## src/verilog/hvport_pkg.sv

```systemverilog
package hvport_pkg;
    // register byte offsets (one aligned word each)
    // printed register index; byte address is four times the index
    localparam logic [11:0] IDX_ADC_PORT_DATA = 12'h271;
    localparam logic [11:0] OFF_ADC_PORT_DATA = {IDX_ADC_PORT_DATA[9:0], 2'b00};
    localparam logic [11:0] OFF_HV_DIVIDER_RATIO_SELECT = 12'h300;
    localparam logic [11:0] OFF_HV_EDGE_POLARITY_SELECT = 12'h304;
    localparam logic [11:0] OFF_HV_PIN_IRQ_ENABLE = 12'h308;
    localparam logic [11:0] OFF_HV_PIN_IRQ_FLAGS = 12'h30C;
    localparam logic [11:0] OFF_ADC_PORT_PIN_INPUT = 12'h310;
    localparam logic [11:0] OFF_ADC_PORT_DIRECTION = 12'h314;
    localparam logic [11:0] OFF_HV_ANALOG_CTRL = 12'h318;
    localparam logic [11:0] OFF_IRQ_MASK = 12'h31C;
    localparam int HV_PINS = 4;
    localparam int AD_PINS = 6;
    localparam int ANALOG_EN_BIT = 2;
    localparam logic [7:0] RESET_BYTE = 8'h00;
    localparam logic [1:0] HTRANS_NONSEQ = 2'h2;
    localparam logic [2:0] HSIZE_WORD = 3'h2;
endpackage : hvport_pkg

```

## src/verilog/hv_input_irq_and_adc_port_io.sv

```systemverilog
`timescale 1ns/10ps
// Notes on behaviour
// divider select 1 low ratio, 0 high
// polarity 1 rising edge, 0 falling
// enable 1 allows interrupt, 0 masks
// software enables interrupt for stop wakeup
// flag set on edge matching polarity
// request when any flag and enable set
// write one clears flag, zero keeps
// divider, polarity, enable registers read/write anytime
// port pins serve as general-purpose I/O
// output pins drive data register bits
// output-direction data read returns register
// input-direction data read returns synchronized pin
// input register read-only, pin or one
// direction 1 output, 0 input
// digital input only with converter enable
// divider applies only to connected selected pin
// pin inputs synchronized before use
// disabled input data read returns one
// data upper bits zero, reset zero
module hv_input_irq_and_adc_port_io
    import hvport_pkg::*;
(
    input wire logic hclk,
    input wire logic hresetn,
    input wire logic hsel,
    input wire logic [11:0] haddr,
    input wire logic [1:0] htrans,
    input wire logic hwrite,
    input wire logic [2:0] hsize,
    input wire logic [31:0] hwdata,
    input wire logic hready,
    output logic [31:0] hrdata,
    output logic hreadyout,
    output logic hresp,
    input wire logic [HV_PINS-1:0] high_voltage_input_pin,
    input wire logic [AD_PINS-1:0] adc_port_pin_in,
    output logic [AD_PINS-1:0] adc_port_pin_out,
    output logic [AD_PINS-1:0] adc_port_pin_oe,
    input wire logic [AD_PINS-1:0] converter_digital_input_enable,
    output logic [HV_PINS-1:0] hv_low_ratio_select,
    output logic hv_port_irq,
    output logic irq
);
    typedef struct packed {
        logic [2:0][HV_PINS-1:0] hv_sync;
        logic [2:0][AD_PINS-1:0] ad_sync;
        logic [HV_PINS-1:0] hv_level;
        logic [AD_PINS-1:0] ad_level;
        logic [HV_PINS-1:0] div_sel;
        logic [HV_PINS-1:0] pol_sel;
        logic [HV_PINS-1:0] irq_en;
        logic [HV_PINS-1:0] irq_flag;
        logic [AD_PINS-1:0] port_data;
        logic [AD_PINS-1:0] port_dir;
        logic [2:0] analog_ctrl;
        logic [HV_PINS-1:0] irq_mask;
        logic wr_pend;
        logic [11:0] wr_addr;
        logic [31:0] rdata;
        logic [AD_PINS-1:0] pin_out;
        logic [AD_PINS-1:0] pin_oe;
        logic [HV_PINS-1:0] low_ratio;
        logic port_irq;
        logic irq;
    } state_t;

    state_t st_r;
    state_t st_nxt;

    logic [AD_PINS-1:0] din_en;
    logic [AD_PINS-1:0] in_view;
    logic [AD_PINS-1:0] data_view;
    logic [HV_PINS-1:0] edge_hit;
    logic [HV_PINS-1:0] flag_clr;
    logic rd_take;
    logic wr_take;
    logic [7:0] wbyte;
    logic [7:0] rbyte;

    always_comb begin
        st_nxt = st_r;
        // three flops, change counts when last two agree
        st_nxt.hv_sync = {st_r.hv_sync[1:0], high_voltage_input_pin};
        st_nxt.ad_sync = {st_r.ad_sync[1:0], adc_port_pin_in};
        for (int i = 0; i < HV_PINS; i++) begin
            if (st_r.hv_sync[1][i] == st_r.hv_sync[2][i]) begin
                st_nxt.hv_level[i] = st_r.hv_sync[2][i];
            end
        end
        for (int i = 0; i < AD_PINS; i++) begin
            if (st_r.ad_sync[1][i] == st_r.ad_sync[2][i]) begin
                st_nxt.ad_level[i] = st_r.ad_sync[2][i];
            end
        end
        // R2: edge in direction chosen by polarity
        for (int i = 0; i < HV_PINS; i++) begin
            edge_hit[i] = (st_nxt.hv_level[i] != st_r.hv_level[i]) && (st_nxt.hv_level[i] == st_r.pol_sel[i]);
        end
        // R13: R18: input path only with converter enable
        din_en = converter_digital_input_enable;
        in_view = (st_r.ad_level & din_en) | ~din_en;
        // R12: data read source follows direction
        data_view = (st_r.port_data & st_r.port_dir) | (in_view & ~st_r.port_dir);

        rd_take = hsel && hready && htrans == HTRANS_NONSEQ && !hwrite;
        wr_take = hsel && hready && htrans == HTRANS_NONSEQ && hwrite;
        wbyte = hwdata[7:0];
        st_nxt.wr_pend = wr_take;
        if (wr_take) begin
            st_nxt.wr_addr = haddr;
        end
        flag_clr = '0;
        if (st_r.wr_pend) begin
            // control registers writable anytime
            unique case (st_r.wr_addr)
                OFF_ADC_PORT_DATA: st_nxt.port_data = wbyte[AD_PINS-1:0];
                OFF_HV_DIVIDER_RATIO_SELECT: st_nxt.div_sel = wbyte[HV_PINS-1:0];
                OFF_HV_EDGE_POLARITY_SELECT: st_nxt.pol_sel = wbyte[HV_PINS-1:0];
                OFF_HV_PIN_IRQ_ENABLE: st_nxt.irq_en = wbyte[HV_PINS-1:0];
                // write one clears
                OFF_HV_PIN_IRQ_FLAGS: flag_clr = wbyte[HV_PINS-1:0];
                OFF_ADC_PORT_DIRECTION: st_nxt.port_dir = wbyte[AD_PINS-1:0];
                OFF_HV_ANALOG_CTRL: st_nxt.analog_ctrl = wbyte[2:0];
                OFF_IRQ_MASK: st_nxt.irq_mask = wbyte[HV_PINS-1:0];
                default: ;
            endcase
        end
        // set wins over a clear in the same cycle
        st_nxt.irq_flag = (st_r.irq_flag & ~flag_clr) | edge_hit;

        rbyte = 8'h00;
        unique case (haddr)
            // upper data bits read zero
            OFF_ADC_PORT_DATA: rbyte = {2'b00, data_view};
            OFF_HV_DIVIDER_RATIO_SELECT: rbyte = {4'h0, st_r.div_sel};
            OFF_HV_EDGE_POLARITY_SELECT: rbyte = {4'h0, st_r.pol_sel};
            OFF_HV_PIN_IRQ_ENABLE: rbyte = {4'h0, st_r.irq_en};
            OFF_HV_PIN_IRQ_FLAGS: rbyte = {4'h0, st_r.irq_flag};
            OFF_ADC_PORT_PIN_INPUT: rbyte = {2'b00, in_view};
            OFF_ADC_PORT_DIRECTION: rbyte = {2'b00, st_r.port_dir};
            OFF_HV_ANALOG_CTRL: rbyte = {5'h00, st_r.analog_ctrl};
            OFF_IRQ_MASK: rbyte = {4'h0, st_r.irq_mask};
            default: rbyte = 8'h00;
        endcase
        if (rd_take) begin
            st_nxt.rdata = {24'h000000, rbyte};
        end

        // R10: R14: direction selects output drive
        st_nxt.pin_oe = st_r.port_dir;
        st_nxt.pin_out = st_r.port_data;
        // R16: low ratio only on the connected selected pin
        for (int i = 0; i < HV_PINS; i++) begin
            st_nxt.low_ratio[i] = st_r.analog_ctrl[ANALOG_EN_BIT] && st_r.analog_ctrl[1:0] == 2'(i)
                && st_r.div_sel[i];
        end
        // R6: request from flag and enable
        st_nxt.port_irq = |(st_nxt.irq_flag & st_r.irq_en);
        st_nxt.irq = |(st_nxt.irq_flag & st_r.irq_en & st_r.irq_mask);
    end

    always_ff @(posedge hclk or negedge hresetn) begin
        if (!hresetn) begin
            st_r <= '0;
        end else begin
            st_r <= st_nxt;
        end
    end

    assign hrdata = st_r.rdata;
    assign hreadyout = 1'b1;
    assign hresp = 1'b0;
    assign adc_port_pin_out = st_r.pin_out;
    assign adc_port_pin_oe = st_r.pin_oe;
    assign hv_low_ratio_select = st_r.low_ratio;
    assign hv_port_irq = st_r.port_irq;
    assign irq = st_r.irq;
endmodule : hv_input_irq_and_adc_port_io

```

## config.mk

```make
export PLATFORM = sky130hd
export DESIGN_NAME = hv_input_irq_and_adc_port_io
export DESIGN_NICKNAME = d
export VERILOG_FILES = /design/src/verilog/hvport_pkg.sv /design/src/verilog/hv_input_irq_and_adc_port_io.sv
export SDC_FILE = /design/constraint.sdc
export NUM_CORES = 1
export LEC_CHECK = 0
export BUFFER_PORTS_ARGS = -buffer_cell sky130_fd_sc_hd__buf_2
export CORE_UTILIZATION = 53
export DETAILED_ROUTE_END_ITERATION = 6
export MAX_ROUTING_LAYER = met4
export PLACE_DENSITY_LB_ADDON = 0.05
export SLEW_MARGIN = 15
export SYNTH_ARGS = -nofsm -noshare
export SYNTH_HDL_FRONTEND = slang
export SYNTH_SLANG_ARGS = --single-unit
```

## constraint.sdc

```tcl
create_clock -name hclk -period 2.67 [get_ports hclk]
set_input_delay 0.4005 -clock hclk [delete_from_list [all_inputs] [get_ports hclk]]
set_output_delay 0.4005 -clock hclk [all_outputs]
set_load 0.005 [all_outputs]
```

==> flow_summary.json, run 1 <==
{
  "place_congestion": 0.8196,
  "core_area_mm2": 0.008848,
  "grt_pass1_vias": 3034,
  "cts_setup_buffers": 0,
  "synthesis.area_per_instance_um2": 12.00,
  "cp_max_fo": 5,
  "postLayoutCoreUtil_pct": 60.07,
  "worst_pin_slew_ps": 688.0,
  "required_ps": 2900,
  "critPathLaunchType": "register",
  "io_pins": 122,
  "async_flop_share_pct": 100.0,
  "drtPass1Iterations": 7,
  "clock_path_buffers": 2,
  "rows": 34,
  "grt_max_degree": 56,
  "clkPwrFrac_pct": 32.1,
  "drt-wirelength-per-cell_um": 16.11,
  "vias": 3140,
  "fin_crit_ps": 2267,
  "post_cts_resized": 0,
  "initial_core_util_pct": 55.60,
  "die_width_um": 98.35,
  "outcome": "finished, violations left",
  "synth_flop_cell": "dfrtp_1",
  "relSlewSlack_pct": 54.13,
  "synth_top_area_share_pct": 56.97,
  "violations": "design-rule violations",
  "p_leak_uw": 0.002483,
  "final_area_mm2": 0.005315,
  "ys_types": 60,
  "syn2layout_area_growth_pct": 8.037,
  "syn-instance-count": 410,
  "yosysTopAreaCell": "dfrtp_1",
  "fin_crit_sh_pct": 84.92,
  "cts_hold_buf": 0,
  "worstSkewPairLatency_ps": 370,
  "drt_drc_violations_left": 1,
  "max_freq_mhz": 441.0,
  "internal_power_uw": 2359,
  "power.density_mw_per_mm2": 597.8,
  "viasPerCell": 5.518,
  "synth_seq_cells": 112,
  "ir_drop_mv": 0.3551,
  "htreeDepth": 3,
  "path_class": "register to register",
  "post-dp-hpwl_mm": 6.707,
  "ys_top_cells_by_area": "dfrtp_1 57%, buf_4 7.6%, mux2_2 7.3%, nand2_1 4.4%, maj3_1 2.0%",
  "synth_edf_count": 0,
  "dpl_cell_area_mm2": 0.005116,
  "grt_pass1_wl_mm": 15.41,
  "cts_tree": "built",
  "cts_root_buffer": "clkbuf_8",
  "power.switching_uw": 818.1,
  "track_usage_pct": 21.21,
  "synth_seq_area_share_pct": 56.97,
  "share_comb_of_total_power_pct": 8.9,
  "antenna_found_initial": 0,
  "final.setup.tns_ps": 0,
  "grt.overflow.total": 0,
  "ys_warn_count": 0,
  "cap_violations": 0,
  "clk_pin_slew_ps": 110,
  "dieArea_mm2": 0.009672,
  "io_buffers": 64,
  "final_antenna_net_count": 0,
  "fin_nets": 526,
  "power_uw": 3177,
  "hold_class": "input pin to asynchronous set/reset pin",
  "cts-buffers-inserted": 9,
  "clock-sinks": 112,
  "diodes": 0,
  "wl_mm": 9.169,
  "critical_path_arrival_ps": 2490,
  "finalSetupViolCount": 0,
  "switching_share_pct": 25.75,
  "chipHeight_um": 98.35,
  "cp-end-kind": "register",
  "holdWs_ps": 72.64,
  "skew_ps": 10.12,
  "power_frac_seq_pct": 59.0,
  "drive_gt1_share_pct": 29.50,
  "drt_first_iter_violations": 195,
  "hold_viol_final": 0,
  "finalMaxSlewViolations": 0,
  "syn-cell-area_mm2": 0.004920,
  "rsz0062_at_grt": "false"
}
layout by cell type (no fill, tap or decap), drive strengths merged, types with 3 or more instances in the layout:
cell type,count
dfrtp,112
buf,70
nand2,58
mux2,32
conb,28
o21ai,14
maj3,10
mux2i,10
nand3,10
clkbuf,9
nand4b,8
inv,8
a21oi,7
nor2b,7
nand4,7
nor2,7
or4b,5
nand2b,3
a21boi,3
or2,3
and4b,3
o22ai,3
a32o,3
nor3b,3
nor4,3
cell usage after synthesis, drive strengths merged, types with 8 or more instances:
| cell type | n |
|---|---|
| clkbuf | 8 |
| nand2 | 58 |
| dfrtp | 112 |
| nand3 | 10 |
| maj3 | 10 |
| nand4b | 8 |
| buf | 53 |
| o21ai | 14 |
| mux2 | 32 |
| mux2i | 10 |
power by group through the flow:
| stage | logic, µW | registers (µW) | clock network, µW |
|---|---|---|---|
| 4_1_cts | 288 | 1880 | 1050 |
| 2_1_floorplan | 215 | 1880 | 0 |
| 5_1_grt | 322 | 1890 | 1110 |
| 3_3_place_gp | 281 | 1900 | 0 |
| 3_5_place_dp | 287 | 1910 | 0 |
| 6_report | 284 | 1880 | 1020 |
flip-flops by register name, indices dropped and copies added, names as in the netlist:
signal / cells
hv_low_ratio_select: 4
hrdata: 6
st_r: 56
irq: 1
adc_port_pin_oe: 6
hv_port_irq: 1
adc_port_pin_out: 6
st_nxt: 32
path summary, 6_finish.rpt:
kind                                    start            endpoint  slack [ps]  cells after the start
min reg2reg                       st_nxt[130]         st_nxt[134]         350                      0
max in group asynchronous             hresetn            st_r[82]        1910                      2
max reg2reg                          st_r[57]         hv_port_irq         400                      5
min in group hclk          adc_port_pin_in[2]         st_nxt[116]         130                      1
min                                   hresetn  adc_port_pin_oe[5]          70                      1
max                                  st_r[57]         hv_port_irq         400                      5
worst max-delay path, stage by stage, from the launching register on:
cell	delay [ps]
dfrtp_1	410
or4b_4	580
nor4_2	530
a21boi_0	200
o21ai_0	250
o2111ai_1	160
metal layers:
metal / routed length (µm) / part of all wire, % / vias to the layer above / GRT usage, %
met5: 0 / 0 / - / -
met4: 97 / 1.1 / 0 / 5.281
met3: 422 / 4.6 / 7 / 3.865
met2: 4325 / 47 / 111 / 32.72
met1: 4324 / 47 / 1552 / 29.31
li1: - / - / 1470 / -
stage by stage:
step,worst slack [ps],instances
3_3_place_gp,489.3,553
3_5_place_dp,482.1,553
4_1_cts,431.3,569
2_1_floorplan,660.9,436
6_report,402.5,569
5_1_grt,251.3,569
area by class of cell:
| type | instances | area, µm² |
|---|---|---|
| Fill cell | 769 | 3533 |
| Timing Repair Buffer | 70 | 380.4 |
| Clock inverter | 7 | 75.07 |
| Sequential cell | 112 | 2803 |
| Tap cell | 108 | 135.1 |
| Multi-Input combinational cell | 259 | 1783 |
| Clock buffer | 9 | 123.9 |
| Inverter | 4 | 15.01 |
cells by family after synthesis:
group	Yosys count	share of synthesized area, %
buf+inv	65	8.774
flops	112	56.97
simple gates	133	16.28
compound gates	46	6.435
mux	42	9.359
fa+ha+maj	10	2.035
other cells	2	0.1527
Power figures use the tool's default switching activity.
==> run 2: changes to the inputs <==
- CORE_UTILIZATION: 53 -> 48
- clock period: 2.67 -> 2.06 ns (I/O delays scaled with it)
==> run 2 against run 1 <==
  * The flow finishes with violations (negative setup slack)
  * Wire length is 7.7% higher
  * Sequential cell count did not move
  * Worst hold slack worse by 37 ps
  * Highest routed layer unchanged
  * Clock skew up 3.4 ps
  * Register-to-register slack got worse by 430 ps
  * Combinational power is 54% higher
  * Worst setup slack got worse by 430 ps
  * Cell area rose by 4.1%
  * Clock power grew 35%
  * Critical path type unchanged
==> flow_summary.json, run 2 (synthesized netlist as in run 1, its figures left out) <==
{
  "grt.overflow.total": 0,
  "path_class": "register to register",
  "clock_path_buffers": 2,
  "placed_cells": 592,
  "worstSkewPairLatency_ps": 370,
  "grt_max_degree": 39,
  "io_pins": 122,
  "required_ps": 2320,
  "grt_util_met1_pct": 30.32,
  "largest_reg_flops": 56,
  "drt-wirelength-per-cell_um": 16.16,
  "rows": 36,
  "power_uw": 4239,
  "place_congestion": 0.8909,
  "track_usage_pct": 21.58,
  "grt_use_met3_pct": 4.099,
  "htreeDepth": 3,
  "wl_mm": 9.872,
  "fillers": 879,
  "multi_input_area_mm2": 0.001809,
  "outcome": "finished, violations left",
  "chipHeight_um": 103.2,
  "p_leak_uw": 0.002578,
  "clock-sinks": 112,
  "cts_root_buffer": "clkbuf_8",
  "core_area_mm2": 0.009864,
  "ir_drop_mv": 0.3387,
  "layout_common_cells": "112 x dfrtp_1, 63 x buf_2, 58 x nand2_1",
  "max_freq_mhz": 480.2,
  "critPathLaunchType": "register",
  "drive_gt1_share_pct": 32.22,
  "seqCellArea_mm2": 0.002803,
  "holdWs_ps": 35.25,
  "final_antenna_net_count": 0,
  "violations": "negative setup slack",
  "fin_crit_ps": 2083,
  "hold_class": "input pin to register",
  "viasPerCell": 5.209,
  "cp_max_fo": 3,
  "grt_pass1_wl_mm": 16.37,
  "antenna_found_initial": 0,
  "final.setup.tns_ps": -63.91,
  "cts-buffers-inserted": 9,
  "drtPass1Iterations": 4,
  "finalNonFillerCells": 611,
  "hold_viol_final": 0,
  "syn2layout_area_growth_pct": 12.46,
  "die_width_um": 103.2,
  "pre_cts_slack_ps": -28.42,
  "dieArea_mm2": 0.01066,
  "finalWorstSetupSlack_ps": -22.66,
  "layout_commonest_cell": "dfrtp_1",
  "vias": 3183,
  "io_buffers": 64,
  "regMostFlops": "st_r",
  "post-dp-hpwl_mm": 7.233,
  "clk_pin_slew_ps": 100,
  "rsz0062_at_grt": "true",
  "critical_path_arrival_ps": 2350,
  "top_usage_layer": "met2",
  "grt_pass1_vias": 3113,
  "fin_crit_sh_pct": 101.1,
  "drt_first_iter_violations": 172,
  "finalMaxSlewViolations": 0,
  "initial_core_util_pct": 49.87,
  "grt_util_met2_pct": 31.85,
  "power.density_mw_per_mm2": 766.1,
  "cts_tree": "built",
  "drt_drc_violations_left": 0,
  "cap_violations": 0,
  "finalSetupViolCount": 3,
  "fin_nets": 543,
  "cp-end-kind": "register",
  "diodes": 0,
  "skew_ps": 13.56
}
[run 2: cell types whose count changed in the layout (fill, tap and decap cells not counted), sizes merged]
cell         change
buf             +16
clkbuf           +3
clkinvlp         +1
dlygate4sd3      +1
inv              -4
[run 2: power by group]
group,internal [µW],total (µW),switching (µW)
Sequential,2330,2420,91.8
Combinational,196,438,242
Clock,663,1380,721
[run 2: metal layers]
| metal | share of wire (%) | wire length (µm) |
|---|---|---|
| met2 | 46 | 4581 |
| met1 | 48 | 4780 |
| met5 | 0 | 0 |
| met4 | 1.1 | 111 |
| met3 | 4.0 | 398 |
[run 2: metrics by stage]
stage	util, %	cell area [µm²]
2_1_floorplan	-	5017
6_report	56.09	5533
5_1_grt	56.09	5533
3_3_place_gp	53.37	5265
4_1_cts	55.86	5510
3_5_place_dp	53.37	5265
[run 2: final timing paths]
kind | start | to | slack, ps | cells after the start
worst max-delay path | st_r[56] | st_r[68] | -20 | 5
worst min-delay path | adc_port_pin_in[2] | st_nxt[116] | 40 | 1
worst max register to register | st_r[56] | st_r[68] | -20 | 5
worst min register to register | st_nxt[130] | st_nxt[134] | 360 | 0
max in group asynchronous | hresetn | st_r[83] | 1020 | 3
min in group asynchronous | hresetn | st_nxt[119] | 410 | 2
[run 2: layout make-up]
type                            count  share of cell area (%)
Clock buffer                       12                   2.985
Tap cell                          133                   3.008
Clock inverter                      4                  0.9272
Multi-Input combinational cell    259                   32.70
Timing Repair Buffer               87                   9.453
Sequential cell                   112                   50.66
Inverter                            4                  0.2714
[run 2: critical path, cell delays in order, from the launching register on]
cell and delay [ps]:
dfrtp_1 390, or4b_4 570, nor2_4 100, and4b_2 260
nor3b_4 330, mux2_4 330
[run 2: what timing repair did]
action,in CTS,in global routing
endpoints found under the setup margin,3,23
endpoints found under the hold margin,28,0
resized for setup,3,4
pin swaps,1,1
buffers inserted,1,1
hold buffers,1,0
